===== src/hdl/auart_map.svh =====
`ifndef AUART_MAP_SVH
`define AUART_MAP_SVH

// Register byte offsets on the Avalon-MM slave.
`define AUART_OFS_CTRL    4'h0
`define AUART_OFS_TXHOLD  4'h4
`define AUART_OFS_RXHOLD  4'h8
`define AUART_OFS_STATUS  4'hC

// Control register fields.
`define AUART_CTRL_LEN_LO   0
`define AUART_CTRL_LEN_HI   1
`define AUART_CTRL_STOP     2
`define AUART_CTRL_EVEN     3
`define AUART_CTRL_INHIBIT  4

// Status register fields.
`define AUART_ST_READY      0
`define AUART_ST_OVERRUN    1
`define AUART_ST_PARITY     2
`define AUART_ST_STOP       3
`define AUART_ST_THR_EMPTY  4
`define AUART_ST_TSR_EMPTY  5

// Reset values.
`define AUART_CTRL_RESET    5'h00
`define AUART_BYTE_RESET    8'h00

// Timing counts in ticks of the 16x bit clocks.
`define AUART_START_CHECK   4'h7
`define AUART_BIT_LAST      4'hF
`define AUART_STOP1_LAST    5'h0F
`define AUART_STOP15_LAST   5'h17
`define AUART_STOP2_LAST    5'h1F

`endif


===== src/hdl/auart_pkg.sv =====
package auart_pkg;

  // Format latched in the control register.
  typedef struct packed {
    logic parity_inhibit;
    logic parity_even_select;
    logic stop_count_select;
    logic length_sel_hi;
    logic length_sel_lo;
  } auart_ctrl_type;

  // Status and error flags brought out on pins.
  typedef struct packed {
    logic tx_hold_empty;
    logic rx_char_ready;
    logic overrun_fault;
    logic stop_fault;
    logic parity_fault;
  } auart_flags_type;

  // Serial frame sequencer states, Gray coded along the frame.
  typedef enum logic [2:0] {
    AUART_IDLE   = 3'h0,
    AUART_START  = 3'h1,
    AUART_DATA   = 3'h3,
    AUART_PARITY = 3'h2,
    AUART_STOP   = 3'h6
  } auart_state_type;

endpackage


===== src/hdl/auart_top.sv =====
// The register addresses and the Avalon-MM register port were chosen for this implementation.
`include "auart_map.svh"

module auart_top
  import auart_pkg::*;
(
  // Clock and reset.
  input  wire logic        mclk,
  input  wire logic        reset,
  // Avalon-MM register slave.
  input  wire logic [3:0]  avs_address,
  input  wire logic        avs_read,
  input  wire logic        avs_write,
  input  wire logic [31:0] avs_writedata,
  output logic      [31:0] avs_readdata,
  output logic             avs_waitrequest,
  // Mode, clear and 16x bit clocks.
  input  wire logic        mode_sel,
  input  wire logic        master_clear,
  input  wire logic        rx_clk16,
  input  wire logic        tx_clk16,
  // Serial line.
  input  wire logic        serial_in,
  output logic             serial_out,
  // Parallel buses.
  input  wire logic [7:0]  tx_bus,
  output logic      [7:0]  rx_bus_o,
  output logic             rx_bus_oe,
  // Pin-mode controls.
  input  wire logic        rx_bus_disable,
  input  wire logic        flag_output_disable,
  input  wire logic        rx_ready_clear_n,
  input  wire logic        tx_hold_load_n,
  input  wire logic        config_load,
  input  wire auart_ctrl_type cfg_pins,
  // Processor bus mode controls.
  input  wire logic        reg_select,
  input  wire logic        rd_not_wr,
  input  wire logic        chip_sel_a,
  input  wire logic        chip_sel_b,
  input  wire logic        chip_sel_c,
  input  wire logic        bus_write_strobe,
  // Flag outputs.
  output auart_flags_type  flags_o,
  output logic             flags_oe,
  output logic             tx_shift_empty
);

  // ----------------------------------------------------------------
  // Helper functions
  // ----------------------------------------------------------------

  // Returns the last data bit index for the selected length.
  // length decode
  function automatic logic [2:0] last_bit(input auart_ctrl_type c);
    last_bit = 3'h4 + {1'b0, c.length_sel_hi, c.length_sel_lo};
  endfunction

  // Masks a character down to the selected length.
  function automatic logic [7:0] mask_len(input logic [7:0] d,
                                          input auart_ctrl_type c);
    mask_len = d & (8'hFF >> (3'h7 - last_bit(c)));
  endfunction

  // ----------------------------------------------------------------
  // State
  // ----------------------------------------------------------------
  auart_ctrl_type  ctrl_r;
  auart_state_type tst_r, rst_r;
  logic [7:0]      thr_r, tsr_r, rhr_r, rsr_r, rx_bus_r;
  logic [4:0]      tcnt_r;
  logic [3:0]      rcnt_r;
  logic [2:0]      tbit_r, rbit_r;
  logic            thr_full_r, tpar_r, so_r, tx_shift_empty_r, rpar_r, rprev_r;
  logic            ready_r, ovr_r, pe_r, fe_r, rclk_d_r, tclk_d_r;
  logic            load_low_r, strobe_wr_r, ack_r;
  logic [31:0]     rdata_r;

  // ----------------------------------------------------------------
  // Decode
  // ----------------------------------------------------------------

  // Clear covers both the system reset and the master clear pin.
  wire logic clr = reset | master_clear;
  wire logic rx_tick = rx_clk16 & ~rclk_d_r;
  wire logic tx_tick = tx_clk16 & ~tclk_d_r;
  wire logic avs_req  = (avs_read | avs_write) & ~ack_r;
  wire logic avs_wr   = avs_write & avs_req;
  wire logic avs_rd   = avs_read & avs_req;
  wire logic chip_sel = chip_sel_a & chip_sel_b & chip_sel_c;
  wire logic strobe_wr = bus_write_strobe & chip_sel & ~rd_not_wr;
  wire logic mode_pin = ~mode_sel;
  wire logic pin_thr_ld = mode_pin & load_low_r & tx_hold_load_n;
  wire logic bus_wr_end = mode_sel & strobe_wr_r & ~bus_write_strobe;
  wire logic bus_thr_ld = bus_wr_end & ~reg_select;
  wire logic bus_ctrl_ld = bus_wr_end & reg_select;
  wire logic bus_rd = mode_sel & chip_sel & rd_not_wr;
  wire logic avs_thr_ld = avs_wr & (avs_address == `AUART_OFS_TXHOLD);
  wire logic avs_ctrl_ld = avs_wr & (avs_address == `AUART_OFS_CTRL);
  wire logic avs_rhr_rd = avs_rd & (avs_address == `AUART_OFS_RXHOLD);
  wire logic thr_load = pin_thr_ld | bus_thr_ld | avs_thr_ld;
  wire logic [7:0] thr_data = avs_thr_ld ? avs_writedata[7:0] : tx_bus;
  wire logic pin_ctrl_ld = mode_pin & config_load;
  wire auart_ctrl_type bus_ctrl = avs_ctrl_ld ? avs_writedata[4:0]
                                              : tx_bus[4:0];
  // Status byte shared by Avalon reads and the mode 1 bus.
  wire logic [7:0] status = {2'b00, tx_shift_empty_r, ~thr_full_r, fe_r, pe_r,
                             ovr_r, ready_r};
  // Avalon read mux; unmapped offsets read as zero.
  wire logic [7:0] avs_mux =
    (avs_address == `AUART_OFS_CTRL)   ? {3'b000, ctrl_r} :
    (avs_address == `AUART_OFS_RXHOLD) ? rhr_r :
    (avs_address == `AUART_OFS_STATUS) ? status : `AUART_BYTE_RESET;
  // Transmit frame timing.
  wire logic tbit_end = (tcnt_r[3:0] == `AUART_BIT_LAST);
  wire logic [4:0] stop_last =
    ~ctrl_r.stop_count_select ? `AUART_STOP1_LAST :
    (last_bit(ctrl_r) == 3'h4) ? `AUART_STOP15_LAST : `AUART_STOP2_LAST;
  wire logic tx_par = ^mask_len(thr_r, ctrl_r) ^ ~ctrl_r.parity_even_select;
  wire logic rx_mismatch = ^rsr_r ^ rpar_r ^ ~ctrl_r.parity_even_select;
  wire logic rbit_end = (rcnt_r == `AUART_BIT_LAST);
  wire logic ready_clr = ~rx_ready_clear_n | avs_rhr_rd;

  // ----------------------------------------------------------------
  // Bus and pin edge tracking
  // ----------------------------------------------------------------

  // Edge history of clocks, strobes and the Avalon handshake.
  always_ff @(posedge mclk) begin
    if (reset) begin
      rclk_d_r    <= 1'b0;
      tclk_d_r    <= 1'b0;
      load_low_r  <= 1'b0;
      strobe_wr_r <= 1'b0;
      ack_r       <= 1'b0;
      rdata_r     <= 32'h0000_0000;
    end else begin
      rclk_d_r    <= rx_clk16;
      tclk_d_r    <= tx_clk16;
      load_low_r  <= ~tx_hold_load_n;
      strobe_wr_r <= strobe_wr;
      ack_r       <= avs_req;
      if (avs_rd) begin
        rdata_r <= {24'h00_0000, avs_mux};
      end
    end
  end
  // Control register load from pins, mode 1 bus or Avalon.
  always_ff @(posedge mclk) begin
    if (clr) begin
      ctrl_r <= `AUART_CTRL_RESET;
    end else if (pin_ctrl_ld) begin
      ctrl_r <= cfg_pins;
    end else if (bus_ctrl_ld | avs_ctrl_ld) begin
      ctrl_r <= bus_ctrl;
    end
  end

  // ----------------------------------------------------------------
  // Transmitter
  // ----------------------------------------------------------------

  // Holding register; a new load wins over a same-cycle transfer.
  always_ff @(posedge mclk) begin
    if (clr) begin
      thr_r      <= `AUART_BYTE_RESET;
      thr_full_r <= 1'b0;
    end else if (thr_load) begin
      thr_r      <= thr_data;
      thr_full_r <= 1'b1;
    end else if (tx_tick & thr_full_r & ((tst_r == AUART_IDLE) |
                 ((tst_r == AUART_STOP) & (tcnt_r == stop_last)))) begin
      thr_full_r <= 1'b0;
    end
  end

  // Frame sequencer, advanced on each transmit clock tick.
  always_ff @(posedge mclk) begin
    if (clr) begin
      so_r   <= 1'b1;
      tx_shift_empty_r <= 1'b1;
      tst_r  <= AUART_IDLE;
      tcnt_r <= 5'h00;
      tbit_r <= 3'h0;
      tsr_r  <= `AUART_BYTE_RESET;
      tpar_r <= 1'b0;
    end else if (tx_tick) begin
      tcnt_r <= tcnt_r + 5'h01;
      case (tst_r)
        AUART_IDLE, AUART_STOP: begin
          if ((tst_r == AUART_IDLE) | (tcnt_r == stop_last)) begin
            tcnt_r <= 5'h00;
            if (thr_full_r) begin
              so_r   <= 1'b0;
              tx_shift_empty_r <= 1'b0;
              tsr_r  <= thr_r;
              tpar_r <= tx_par;
              tst_r  <= AUART_START;
            end else begin
              tx_shift_empty_r <= 1'b1;
              tst_r  <= AUART_IDLE;
            end
          end
        end
        AUART_START: begin
          if (tbit_end) begin
            tcnt_r <= 5'h00;
            so_r   <= tsr_r[0];
            tsr_r  <= tsr_r >> 1;
            tbit_r <= 3'h0;
            tst_r  <= AUART_DATA;
          end
        end
        AUART_DATA: begin
          if (tbit_end) begin
            tcnt_r <= 5'h00;
            if (tbit_r == last_bit(ctrl_r)) begin
              so_r  <= ctrl_r.parity_inhibit ? 1'b1 : tpar_r;
              tst_r <= ctrl_r.parity_inhibit ? AUART_STOP : AUART_PARITY;
            end else begin
              so_r   <= tsr_r[0];
              tsr_r  <= tsr_r >> 1;
              tbit_r <= tbit_r + 3'h1;
            end
          end
        end
        AUART_PARITY: begin
          if (tbit_end) begin
            tcnt_r <= 5'h00;
            so_r   <= 1'b1;
            tst_r  <= AUART_STOP;
          end
        end
        default: begin
          tst_r <= AUART_IDLE;
        end
      endcase
    end
  end

  // ----------------------------------------------------------------
  // Receiver
  // ----------------------------------------------------------------

  // Frame sequencer, sampled on each receive clock tick.
  always_ff @(posedge mclk) begin
    if (clr) begin
      rst_r   <= AUART_IDLE;
      rcnt_r  <= 4'h0;
      rbit_r  <= 3'h0;
      rsr_r   <= `AUART_BYTE_RESET;
      rpar_r  <= 1'b0;
      rprev_r <= 1'b1;
    end else if (rx_tick) begin
      rcnt_r <= rcnt_r + 4'h1;
      case (rst_r)
        AUART_IDLE: begin
          rprev_r <= serial_in;
          rcnt_r  <= 4'h0;
          if (rprev_r & ~serial_in) begin
            rst_r <= AUART_START;
            rsr_r <= `AUART_BYTE_RESET;
          end
        end
        AUART_START: begin
          if (rcnt_r == `AUART_START_CHECK) begin
            rcnt_r <= 4'h0;
            rbit_r <= 3'h0;
            rst_r  <= serial_in ? AUART_IDLE : AUART_DATA;
          end
        end
        AUART_DATA: begin
          if (rbit_end) begin
            rsr_r <= rsr_r >> 1;
            rsr_r[last_bit(ctrl_r)] <= serial_in;
            rbit_r <= rbit_r + 3'h1;
            if (rbit_r == last_bit(ctrl_r)) begin
              rst_r <= ctrl_r.parity_inhibit ? AUART_STOP : AUART_PARITY;
            end
          end
        end
        AUART_PARITY: begin
          if (rbit_end) begin
            rpar_r <= serial_in;
            rst_r  <= AUART_STOP;
          end
        end
        AUART_STOP: begin
          if (rbit_end) begin
            rprev_r <= serial_in;
            rst_r   <= AUART_IDLE;
          end
        end
        default: begin
          rst_r <= AUART_IDLE;
        end
      endcase
    end
  end

  // Holding register and flags, updated at the first stop midpoint.
  wire logic rx_xfer = rx_tick & (rst_r == AUART_STOP) & rbit_end;
  always_ff @(posedge mclk) begin
    if (clr) begin
      rhr_r   <= `AUART_BYTE_RESET;
      ready_r <= 1'b0;
      ovr_r   <= 1'b0;
      pe_r    <= 1'b0;
      fe_r    <= 1'b0;
    end else if (rx_xfer) begin
      rhr_r   <= rsr_r;
      ready_r <= 1'b1;
      ovr_r   <= ready_r & ~ready_clr;
      pe_r    <= ~ctrl_r.parity_inhibit & rx_mismatch;
      fe_r    <= ~serial_in;
    end else if (ready_clr) begin
      ready_r <= 1'b0;
    end
  end

  // ----------------------------------------------------------------
  // Outputs
  // ----------------------------------------------------------------

  // Receive bus data: status in mode 1 when selected, else holding reg.
  always_ff @(posedge mclk) begin
    if (reset) begin
      rx_bus_r <= `AUART_BYTE_RESET;
    end else begin
      rx_bus_r <= (bus_rd & reg_select) ? status : rhr_r;
    end
  end

  assign rx_bus_oe = ~rx_bus_disable & (mode_pin | bus_rd);
  assign rx_bus_o  = rx_bus_r;
  assign flags_oe  = ~flag_output_disable;
  assign flags_o   = '{tx_hold_empty: ~thr_full_r, rx_char_ready: ready_r,
                       overrun_fault: ovr_r, stop_fault: fe_r,
                       parity_fault: pe_r};
  assign tx_shift_empty  = tx_shift_empty_r;
  assign serial_out      = so_r;
  assign avs_readdata    = rdata_r;
  assign avs_waitrequest = avs_req;
endmodule


===== config.mk =====
export PLATFORM = sky130hd
export DESIGN_NAME = auart_top
export DESIGN_NICKNAME = d
export VERILOG_FILES = /design/src/hdl/auart_pkg.sv /design/src/hdl/auart_top.sv
export VERILOG_INCLUDE_DIRS = /design/src /design/src/hdl
export SDC_FILE = /design/constraint.sdc
export NUM_CORES = 1
export LEC_CHECK = 0
export ABC_AREA = 1
export BUFFER_PORTS_ARGS = -buffer_cell sky130_fd_sc_hd__buf_2
export CORE_MARGIN = 2
export CORE_UTILIZATION = 28
export DETAILED_ROUTE_END_ITERATION = 12
export HOLD_SLACK_MARGIN = 0.03
export PLACE_DENSITY = 0.5
export RECOVER_POWER = 100
export SLEW_MARGIN = 10
export SYNTH_ARGS = -nofsm -noshare
export SYNTH_HDL_FRONTEND = slang
export SYNTH_SLANG_ARGS = --single-unit

===== constraint.sdc =====
create_clock -name mclk -period 2.8 [get_ports mclk]
set_input_delay 0.28 -clock mclk [delete_from_list [all_inputs] [get_ports mclk]]
set_output_delay 0.28 -clock mclk [all_outputs]
set_load 0.01 [all_outputs]

Word-level counts from Yosys, hierarchy flattened --
Index checks and enable logic that the tools add are counted.
Cells by class: $add $sub $neg 6, reductions and logical operators 29, order comparisons 2, multipliers 0, div/mod/pow operators 0, bitwise operators 60, multiplexer cells 65, eq/ne operators 31, shift-type cells 1
Operators with widths (count):
- two-way mux 8 bit | 10
- two-way mux 3 bit | 17
- bitwise AND 1 bit | 31
- two-way mux 5 bit | 6
- inequality test 2 bit (second input constant) | 13
- one-hot mux 8 bit (3 select lines) | 1
- AND reduction 7 bit | 3
- == test 4 bit (second input constant) | 4
- NOT 1 bit | 16
- one-hot mux 8 bit (2 select lines) | 1
- XOR reduction 8 bit | 2
- two-way mux 1 bit | 15
- one-hot mux 3 bit (5 select lines) | 1
- nonzero test 2 bit | 7
- == test 3 x 2 -> 1 bit (second input constant) | 4
- two-way mux 6 bit | 2
- one-hot mux 3 bit (2 select lines) | 2
- one-hot mux 3 bit (4 select lines) | 1
- AND reduction 4 bit | 3
- one-hot mux 5 bit (2 select lines) | 1
- == test 3 bit (second input constant) | 3
- OR 1 bit | 9
- AND reduction 3 bit | 3
- bitwise AND 8 bit | 1
- 29 further kinds | 38
Storage, ports and cells: input port bits 69, memories 0, output and inout bits 50, ROM bits 0, bits in registers 89, bits in latches 0, memory bits (writable) 0, logic and storage cells 227

Depth between registers and ports, before layout --
Gate-level depths: netlist of the first run.
depth after elaboration 10, depth in mapped cells 13, mapped depth without buffers 12

Least setup slack after synthesis of the first run --
OpenSTA, ideal clock, no wires.
path type register to register, from reg tcnt_r[0], to reg tsr_r[5], path buffers 1, required time 2.686 ns, data arrival time 1.449 ns, library setup time 0.114 ns, path slack 1.238 ns, cell stages (with the launch flop) 12, period minus slack after synthesis 1.562 ns, cells stage by stage dfxtp_1 ha_1 nand2_1 nor2_2 nor2_1 nor2_4 nand2_4 nor2_4 nand3_4 buf_8 nor2_1 nor2_2
Between the ends: word-level cells in the longest chain between the ends 4, elaborated cells between the ends (all ways) 7, those cells by class 5 x eq/ne; 1 x bitwise; 1 x reduce/logical
RTL lines:
- from (decl) | line auart_top.sv:71 | logic [4:0] tcnt_r;
- from (signal assigned) | line auart_top.sv:188 | tcnt_r <= tcnt_r + 5'h01;
- == test 5 bit | line auart_top.sv:191 | if ((tst_r == AUART_IDLE) | (tcnt_r == stop_last)) begin
- OR 1 bit | line auart_top.sv:191
- inequality test 2 bit (no line)
- AND reduction 7 bit (no line) (*)
- to (signal assigned) | line auart_top.sv:185 | tsr_r <= `AUART_BYTE_RESET;
- to (signal assigned) | line auart_top.sv:196 | tsr_r <= thr_r;
- to (signal assigned) | line auart_top.sv:209 | tsr_r <= tsr_r >> 1;
- to (decl) | line auart_top.sv:70 | logic [7:0] thr_r, tsr_r, rhr_r, rsr_r, rx_bus_r;
Mark *: on every way between the ends. The rest lies on a longest branch, timed or not. A chain may end at the register's enable or synchronous reset.

Final worst setup path of the first run --
from reg rst_r[2], to reg rsr_r[4]
Between the ends: word-level cells in the longest chain between the ends 3, elaborated cells between the ends (all ways) 7, those cells by class 3 x eq/ne; 1 x mux; 3 x reduce/logical
RTL lines:
- from (decl) | line auart_top.sv:69 | auart_state_type tst_r, rst_r;
- from (signal assigned) | line auart_top.sv:269 | rst_r <= serial_in ? AUART_IDLE : AUART_DATA;
- from (signal assigned) | line auart_top.sv:278 | rst_r <= ctrl_r.parity_inhibit ? AUART_STOP : AUART_PARITY;
- == test 3 x 2 -> 1 bit / logical NOT 3 bit (equally long branches) | line auart_top.sv:256 | case (rst_r)
- inequality test 2 bit (no line) / nonzero test 2 bit (equally long branches)
- AND reduction 4 bit (no line)
- to (signal assigned) | line auart_top.sv:251 | rsr_r <= `AUART_BYTE_RESET;
- to (signal assigned) | line auart_top.sv:262 | rsr_r <= `AUART_BYTE_RESET;
- to (signal assigned) | line auart_top.sv:274 | rsr_r <= rsr_r >> 1;
- to (decl) | line auart_top.sv:70
Several ways; a longest one is shown, not always the timed one.

==> flow_summary_export.csv, run 1 <==
group,metric,value,unit
timing,hold_viol,0,
setup_path,cp_cell_sequence,"nor2_1, nand2_1, inv_1, a21oi_1, nand2_1, inv_1, o21ai_0, a21oi_1",
timing,worst_slack,0.784,ns
floorplanning,io_pins,119,
timing,period_needed,2.02,ns
floorplanning,start_util,28.3,%
min_path,worstHoldStart,"tx_hold_load_n",
floorplanning,die-area,18400,sq um
detailed_routing,drtPass1Iterations,5,
min_path,hp-class,"in2reg",
cells_and_area,syn_to_final_growth,13.6,%
detailed_routing,wl_per_cell,12.9,microns
logic_synthesis,syn_avg_cell_area,7.09,sq um
setup_path,reg2reg_depth,8,
place,dp_cells,961,
timing,worst_slew_pin_slew,0.888,ns
clock_network,cts_tree,"done",
power,peakVddDrop,0.000296,V
clock_network,cts_resized,0,
setup_path,cpPeakStageDelay,0.41,ns
floorplanning,core.rowCount,48,
setup_path,cp.arrival,2.30,ns
setup_path,path_class,"reg2reg",
grt,antenna_found_initial,0,
timing,slew_headroom,40.3,%
timing,fin_crit_sh,72.0,%
timing,fmax,496,MHz
clock_network,clkLatencyLatePin,0.35,ns
place,place_hpwl,9.20,mm
clock_network,clkTransAtPathRegs,0.07,ns
place,gp_congestion,0.801,
place,post-place-ws,0.924,ns
detailed_routing,ant_nets,0,
floorplanning,core_area,17100,sq um
clock_network,htreeDepth,3,
clock_network,cts_root_buf,"clkbuf_16",
outcome,status,"complete, no violations",
cells_and_area,stdcell_count,977,
logic_synthesis,yosysUniqueCellTypes,43,
grt,grt-ovfl-total,0,
clock_network,post-cts-setup-buffers,0,
timing,drv_slew,0,
setup_path,startpoint_type,"register",
clock_network,cts_num_sinks,89,
grt,grt_use_total,14.0,%
timing,tns,0,ns
clock_network,holdBufCountCts,0,
setup_path,r2r_slack,0.78,ns
timing,setup_viol,0,
place,io_buffer_count,70,
grt,grt_max_degree,42,
setup_path,timing.rr.end,"rsr_r[4]",
clock_network,cts_inserted_buffers,9,
timing,holdWs,0.0990,ns
setup_path,path_max_fanout,12,
logic_synthesis,yosys_register_bits,89,
setup_path,critPathCapture,"rsr_r[4]",
power,powerDensity,503,nW/um^2
flow_run,maxCapViolations,0,
cells_and_area,drive_gt1_share,13.7,%
grt,grt_pass1_vias,4012,
setup_path,crit_start,"rst_r[2]",
logic_synthesis,seq_area_frac_synth,36.7,%
cells_and_area,mostFrequentLayoutCells,"nand2_1 (119), dfxtp_1 (89), inv_1 (69), nor2_1 (69), a21oi_1 (68)",
power,p_leak,2.32,nW
detailed_routing,drcViolationCount,0,
setup_path,r2r-start,"rst_r[2]",
clock_network,max-clock-path-buffers,2,
setup_path,endpoint_kind,"register",
grt,grt_pass1_wl,20.3,mm
floorplanning,die_w,136,microns
setup_path,cp_slowest_cell,"dfxtp_1",
floorplanning,die_h,136,microns
cells_and_area,final_common_cell,"nand2_1",
cells_and_area,antenna_cells,0,
timing,clock_skew,0.00706,ns
logic_synthesis,synthCells,684,
detailed_routing,vias,4412,
cells_and_area,final_nets,821,
detailed_routing,via_per_inst,4.52,
detailed_routing,drtIter0Drc,321,
timing,rsz0062_at_grt,"no",
logic_synthesis,ys_warn_count,0,
setup_path,required,3.08,ns
logic_synthesis,syn_area,4850,sq um
power,finalPower,2.77,mW
detailed_routing,wirelength,12.6,mm
## metrics by stage
stage / instance area (sq um) / utilization (%)
finish: 5510 / 32.2
detailed placement: 5300 / 31.0
global placement: 5300 / 31.0
floorplan: 4940 / -
global route: 5510 / 32.2
CTS: 5600 / 32.7
## power by group
group | total, mW | internal, mW | switching [mW]
registers | 1.31 | 1.29 | 0.0220
clock network | 1.22 | 0.630 | 0.591
logic | 0.244 | 0.0804 | 0.163
## synthesized netlist by cell type
master | instances | share of area [%]
nand2_1 | 116 | 9.0
dfxtp_1 | 89 | 37
a21oi_1 | 67 | 6.9
nor2_1 | 65 | 5.0
inv_1 | 64 | 5.0
o21ai_0 | 62 | 6.4
nand3_1 | 38 | 3.9
buf_4 | 28 | 4.3
nand4_1 | 20 | 2.6
inv_2 | 14 | 1.1
nor3_1 | 10 | 1.0
clkbuf_1 | 9 | 0.70
xor2_1 | 9 | 1.6
a31oi_1 | 8 | 1.0
buf_2 | 8 | 0.83
nor2_2 | 8 | 1.0
nand2_2 | 6 | 0.77
o22ai_1 | 6 | 0.77
xnor2_1 | 6 | 1.1
ha_1 | 5 | 1.3
nor2_4 | 5 | 1.2
o21ai_1 | 5 | 0.52
o221a_2 | 5 | 1.2
a21oi_2 | 4 | 0.72
nand2_4 | 3 | 0.70
a211oi_1 | 2 | 0.31
buf_6 | 2 | 0.46
clkinv_1 | 2 | 0.15
inv_4 | 2 | 0.26
nand3_2 | 2 | 0.41
nand3_4 | 2 | 0.72
a311oi_1 | 1 | 0.18
a31oi_2 | 1 | 0.26
and2_1 | 1 | 0.13
buf_8 | 1 | 0.31
conb_1 | 1 | 0.077
nand3b_1 | 1 | 0.15
nor3_4 | 1 | 0.34
nor3b_1 | 1 | 0.15
o2111ai_1 | 1 | 0.18
o211ai_1 | 1 | 0.15
o21bai_2 | 1 | 0.23
o31ai_1 | 1 | 0.15
## how the worst min path moves through the flow
stage / endpoint / slack (ns) / depth (start not counted)
after floorplan: load_low_r / 0.35 / 1
after global placement: avs_readdata[7] / 0.45 / 2
after detailed placement: rhr_r[1] / 0.46 / 2
after CTS: load_low_r / 0.08 / 2
after global routing: load_low_r / 0.10 / 2
final: load_low_r / 0.1 / 2
## kinds of logic after synthesis
family / count (synthesis) / synth area share (%)
fa+ha+maj: 5 / 1.29
buf+inv: 130 / 13.1
simple gates: 279 / 27.1
xor+xnor: 15 / 2.71
other cells: 1 / 0.0773
compound gates: 165 / 19.0
flops: 89 / 36.7
## state kept, by name, summed over array words and instances (netlist names), 4 cells and up
| signal | count |
|---|---|
| rsr_r | 8 |
| tcnt_r | 5 |
| ctrl_r | 5 |
| thr_r | 8 |
| rhr_r | 8 |
| rcnt_r | 4 |
| rx_bus_o | 8 |
| avs_readdata | 8 |
| tsr_r | 8 |
## routing by layer
| metal | part of all wire [%] | routed length, microns | global-route usage [%] | up-vias |
|---|---|---|---|---|
| li1 | - | - | - | 2352 |
| met1 | 52 | 6490 | 20.1 | 1943 |
| met2 | 41 | 5150 | 20.8 | 104 |
| met3 | 6.1 | 760 | 3.14 | 13 |
| met4 | 1.3 | 160 | 4.40 | 0 |
| met5 | 0 | 0 | 0 | - |
## worst max-delay path, delay by kind of cell, from the launching register on
family / cells / cell delay [ns]
flops: 1 / 0.41
buf+inv: 2 / 0.49
simple gates: 3 / 0.48
compound gates: 3 / 0.57
## final cells by class
type / instances / area, sq um
clock buffer: 9 / 225
clock inverter: 7 / 77.6
tap: 225 / 282
sequential: 89 / 1780
timing repair buffer: 77 / 363
multi-input combinational: 488 / 2470
fill: 1883 / 11600
inverter: 82 / 313
Note: power is estimated with default switching activity, not from simulation.
==> run 2: changes to the inputs <==
--- a/config.mk
+++ b/config.mk
@@ -12,7 +12,7 @@
 export CORE_UTILIZATION = 28
 export DETAILED_ROUTE_END_ITERATION = 12
 export HOLD_SLACK_MARGIN = 0.03
-export PLACE_DENSITY = 0.5
+export PLACE_DENSITY = 0.52
 export RECOVER_POWER = 100
 export SLEW_MARGIN = 10
 export SYNTH_ARGS = -nofsm -noshare
==> constraint.sdc (replaced) <==
create_clock -name mclk -period 1.7 [get_ports mclk]
set_input_delay 0.17 -clock mclk [delete_from_list [all_inputs] [get_ports mclk]]
set_output_delay 0.17 -clock mclk [all_outputs]
set_load 0.01 [all_outputs]
==> run 2 against run 1 <==
Against the previous run:
- clock skew increased by 0.0047 ns
- clock power grew 66%
- critical path type unchanged
- die area stayed put
- flip-flop and latch count stayed put
==> flow_summary_export.csv, run 2 (same netlist as run 1, synthesis figures left out) <==
group,metric,value,unit
power,peakVddDrop,0.000480,V
cells_and_area,syn_to_final_growth,21.4,%
floorplanning,die_w,136,microns
cells_and_area,final_common_cell,"nand2_1",
timing,period_needed,1.60,ns
timing,holdWs,0.0500,ns
cells_and_area,stdcell_count,1004,
place,placed_cell_area,5470,sq um
outcome,status,"complete, no violations",
cells_and_area,drive_gt1_share,20.3,%
grt,grt_use_total,14.1,%
timing,fmax,625,MHz
clock_network,clkLatencyLatePin,0.36,ns
setup_path,path_max_fanout,7,
detailed_routing,wirelength,12.9,mm
floorplanning,core.rowCount,48,
grt,grt-ovfl-total,0,
floorplanning,core_area,17100,sq um
clock_network,htreeDepth,3,
floorplanning,die_h,136,microns
clock_network,max-clock-path-buffers,2,
place,io_buffer_count,70,
cells_and_area,design_area,5890,sq um
grt,grt_max_degree,42,
timing,clock_skew,0.0118,ns
grt,grt_pass1_wl,20.3,mm
place,gp_congestion,0.792,
power,p_leak,2.46,nW
timing,hold_viol,0,
place,post-place-ws,0.0405,ns
power,powerDensity,787,nW/um^2
setup_path,required,1.95,ns
setup_path,cp.arrival,1.85,ns
clock_network,cts_num_sinks,89,
clock_network,cts_root_buf,"clkbuf_16",
setup_path,startpoint_type,"register",
detailed_routing,ant_nets,0,
grt,grt_pass1_vias,4029,
timing,worst_slack,0.100,ns
detailed_routing,drcViolationCount,0,
clock_network,cts_inserted_buffers,9,
detailed_routing,wl_per_cell,12.8,microns
timing,drv_slew,0,
setup_path,endpoint_kind,"register",
place,place_hpwl,9.47,mm
floorplanning,die-area,18400,sq um
place,dp_cells,979,
floorplanning,io_pins,119,
grt,antenna_found_initial,0,
detailed_routing,drtIter0Drc,232,
cells_and_area,mostFrequentLayoutCells,"nand2_1 (114), dfxtp_1 (87), a21oi_1 (67), inv_1 (64), o21ai_0 (60)",
clock_network,clkTransAtPathRegs,0.07,ns
floorplanning,start_util,28.3,%
flow_run,maxCapViolations,0,
detailed_routing,vias,4525,
timing,setup_viol,0,
cells_and_area,antenna_cells,0,
cells_and_area,final_nets,848,
detailed_routing,drtPass1Iterations,4,
clock_network,cts_tree,"done",
setup_path,path_class,"reg2reg",
timing,slew_headroom,52.8,%
detailed_routing,via_per_inst,4.51,
cells_and_area,fin_util,34.4,%
min_path,hp-class,"in2reg",
timing,worst_slew_pin_slew,0.708,ns
timing,fin_crit_sh,94.1,%
[run 2: cell types whose count changed in the layout (fill, tap and decap cells not counted), sizes merged]
cell / previous run / this run
dlygate4sd3: 0 / 3
inv: 82 / 85
buf: 49 / 72
clkinv: 6 / 3
nand3: 42 / 43
[run 2: cell type report]
class	instances	area (sq um)
Fill cell	1887	11200
Multi-Input combinational cell	489	2610
Sequential cell	89	1780
Timing Repair Buffer	103	603
Inverter	82	315
Tap cell	225	282
Clock buffer	9	225
Clock inverter	7	70.1
[run 2: worst paths after layout]
kind / startpoint / to / slack, ns / cells after the start
min reg2reg: avs_readdata[7] / avs_readdata[7] / 0.47 / 2
max: tcnt_r[1] / tsr_r[5] / 0.10 / 10
min: tx_clk16 / tclk_d_r / 0.05 / 3
max reg2reg: tcnt_r[1] / tsr_r[5] / 0.10 / 10
[run 2: routing by layer]
layer | share of wire (%) | up-vias | track usage [%]
li1 | - | 2417 | -
met1 | 51 | 1996 | 19.2
met2 | 42 | 101 | 21.9
met3 | 5.3 | 11 | 2.51
met4 | 1.7 | 0 | 5.73
met5 | 0 | - | 0
[run 2: worst max-delay path: stages (launching register included)]
cell and delay [ns]:
dfxtp_2 0.36, ha_4 0.14, nand2_2 0.07, nor2_4 0.15
nor2_2 0.08, nor2_4 0.10, nand2_4 0.07, nor2_4 0.16
nand3_4 0.16, nor2_1 0.14, nor2_2 0.05
[run 2: metrics by stage]
stage / power, mW / setup TNS [ns]
finish: 4.63 / 0
global route: 4.81 / -0.0700
floorplan: 2.50 / 0
CTS: 4.68 / 0
global placement: 2.65 / 0
detailed placement: 2.65 / 0
[run 2: repair_timing]
action | 4_1_cts | 5_1_grt
setup endpoints to repair | 0 | 27
hold endpoints to repair | 3 | 0
gates resized for setup | 0 | 27
hold buffers | 3 | 0
buffers inserted | 0 | 5
[run 2: where the power goes]
part	switching [mW]	internal, mW
sequential	0.0325	2.12
clock	0.975	1.04
combinational	0.291	0.172
==> run 3: changes to the inputs <==
==> constraint.sdc (replaced) <==
create_clock -name mclk -period 1.7 [get_ports mclk]
set_input_delay 0.34 -clock mclk [delete_from_list [all_inputs] [get_ports mclk]]
set_output_delay 0.34 -clock mclk [all_outputs]
set_load 0.01 [all_outputs]
==> run 3 against run 2 <==
Against the previous run:
- maximum frequency decreased by 0.47%
- largest power group unchanged
- non-clock buffer count increased by 1
- register-to-register slack about the same
- die area is the same
- flip-flop and latch count is the same
- critical path type unchanged
- worst hold slack gained 0.10 ns
- count of clock-buffer cells in the layout is the same
- cell count barely moved
- clock skew down 0.00065 ns
==> flow_summary_export.csv, run 3 (same netlist as run 1, synthesis figures left out) <==
group,metric,value,unit
detailed_routing,via_per_inst,4.57,
outcome,status,"complete, no violations",
setup_path,cpPeakStageDelay,0.35,ns
setup_path,reg2reg_depth,10,
setup_path,crit_start,"tcnt_r[1]",
floorplanning,start_util,28.3,%
floorplanning,core.rowCount,48,
grt,grt_use_total,14.5,%
clock_network,cts_tree,"done",
setup_path,critPathCapture,"tsr_r[0]",
detailed_routing,wl_per_cell,13.0,microns
setup_path,required,1.98,ns
power,finalPower,4.76,mW
cells_and_area,syn_to_final_growth,21.5,%
cells_and_area,mostFrequentLayoutCells,"nand2_1 (115), dfxtp_1 (84), inv_1 (66), a21oi_1 (64), o21ai_0 (60)",
timing,drv_slew,0,
detailed_routing,drtIter0Drc,280,
grt,grt-ovfl-total,0,
timing,holdWs,0.152,ns
cells_and_area,antenna_cells,0,
cells_and_area,fillers,1875,
power,powerDensity,807,nW/um^2
timing,worst_slew_pin_slew,0.703,ns
setup_path,cp.arrival,1.89,ns
setup_path,cp_cell_sequence,"ha_2, nand2_2, nor2_4, nor2_2, nor2_4, nand2_4, nor2_4, buf_4, nand4_1, a21oi_2",
floorplanning,die_w,136,microns
power,p_leak,2.48,nW
grt,grt_max_degree,42,
detailed_routing,drtPass1Iterations,5,
clock_network,cts_inserted_buffers,9,
place,io_buffer_count,70,
setup_path,endpoint_kind,"register",
place,gp_congestion,0.774,
floorplanning,io_pins,119,
power,peakVddDrop,0.000450,V
grt,antenna_found_initial,0,
min_path,min_path_cells,2,
setup_path,cp_slowest_cell,"dfxtp_2",
detailed_routing,wirelength,13.1,mm
setup_path,cpMostUsedCell,"nor2_4",
detailed_routing,vias,4596,
floorplanning,die_h,136,microns
timing,period_needed,1.61,ns
detailed_routing,ant_nets,0,
cells_and_area,final_nets,849,
floorplanning,core_area,17100,sq um
timing,setup_viol,0,
setup_path,startpoint_type,"register",
grt,grt_pass1_vias,4219,
min_path,hp-class,"in2reg",
cells_and_area,drive_gt1_share,20.6,%
grt,grt_pass1_wl,21.1,mm
timing,fin_crit_sh,94.5,%
clock_network,clkTransAtPathRegs,0.07,ns
setup_path,timing.rr.end,"tsr_r[0]",
floorplanning,die-area,18400,sq um
flow_run,maxCapViolations,0,
timing,slew_headroom,53.2,%
clock_network,clkLatencyLatePin,0.35,ns
timing,rsz0062_at_grt,"yes",
clock_network,holdBufCountCts,0,
clock_network,htreeDepth,3,
place,place_hpwl,9.52,mm
cells_and_area,register_area,1790,sq um
clock_network,max-clock-path-buffers,2,
setup_path,path_max_fanout,3,
detailed_routing,drcViolationCount,0,
setup_path,r2r_slack,0.09,ns
setup_path,path_class,"reg2reg",
timing,hold_viol,0,
timing,fmax,622,MHz
timing,clock_skew,0.0111,ns
cells_and_area,final_common_cell,"nand2_1",
clock_network,cts_num_sinks,89,
cells_and_area,multiInputGateArea,2600,sq um
setup_path,r2r-start,"tcnt_r[1]",
clock_network,cts_root_buf,"clkbuf_16",
-- run 3: stage by stage --
stage               cells  utilization, %  setup TNS, ns  instance area, sq um  setup slack [ns]
finish               1005            34.4              0                  5890            0.0928
global route         1005            34.4         -0.303                  5890           -0.0477
CTS                  1001            34.1              0                  5840            0.0235
detailed placement    985            32.2              0                  5520            0.0338
global placement      985            32.2              0                  5520            0.0490
floorplan             707               -              0                  4940             0.138
-- run 3: worst max-delay path: cells and delay by family (launching register included) --
kind	cells	cell delay, ns
AND/OR/NAND/NOR	7	0.71
flip-flops	1	0.35
adder cells (fa/ha/maj)	1	0.18
buffers and inverters	1	0.15
AO/OA/AOI/OAI	1	0.14
-- run 3: area by class of cell --
class | count | area share [%]
clock buffer | 9 | 3.82
clock inverter | 7 | 1.57
inverter | 82 | 5.31
multi-input combinational | 489 | 44.0
sequential | 89 | 30.3
tap | 225 | 4.78
timing repair buffer | 104 | 10.1
-- run 3: worst min-delay path by stage --
stage	from	endpoint
2_1_floorplan	tx_hold_load_n	load_low_r
3_3_place_gp	rhr_r[0]	rhr_r[0]
3_5_place_dp	avs_readdata[6]	avs_readdata[6]
4_1_cts	tx_hold_load_n	load_low_r
5_1_grt	tx_hold_load_n	load_low_r
6_report	tx_hold_load_n	load_low_r
-- run 3: what timing repair did --
action	in CTS	in global routing
resized for setup	0	24
hold endpoints to repair	0	0
setup buffers	0	3
setup endpoints to repair	0	22
-- run 3: where the power goes --
part	internal, mW	total [mW]	switching, mW
Combinational	0.169	0.463	0.294
Clock	1.18	2.14	0.957
Sequential	2.12	2.15	0.0320
-- run 3: layer usage --
| metal | wire, microns | track usage [%] | vias up |
|---|---|---|---|
| met1 | 6650 | 20.4 | 2061 |
| met3 | 693 | 2.73 | 12 |
| met4 | 210 | 5.38 | 0 |
| li1 | - | - | 2416 |
| met2 | 5550 | 21.9 | 107 |
| met5 | 0 | 0 | - |
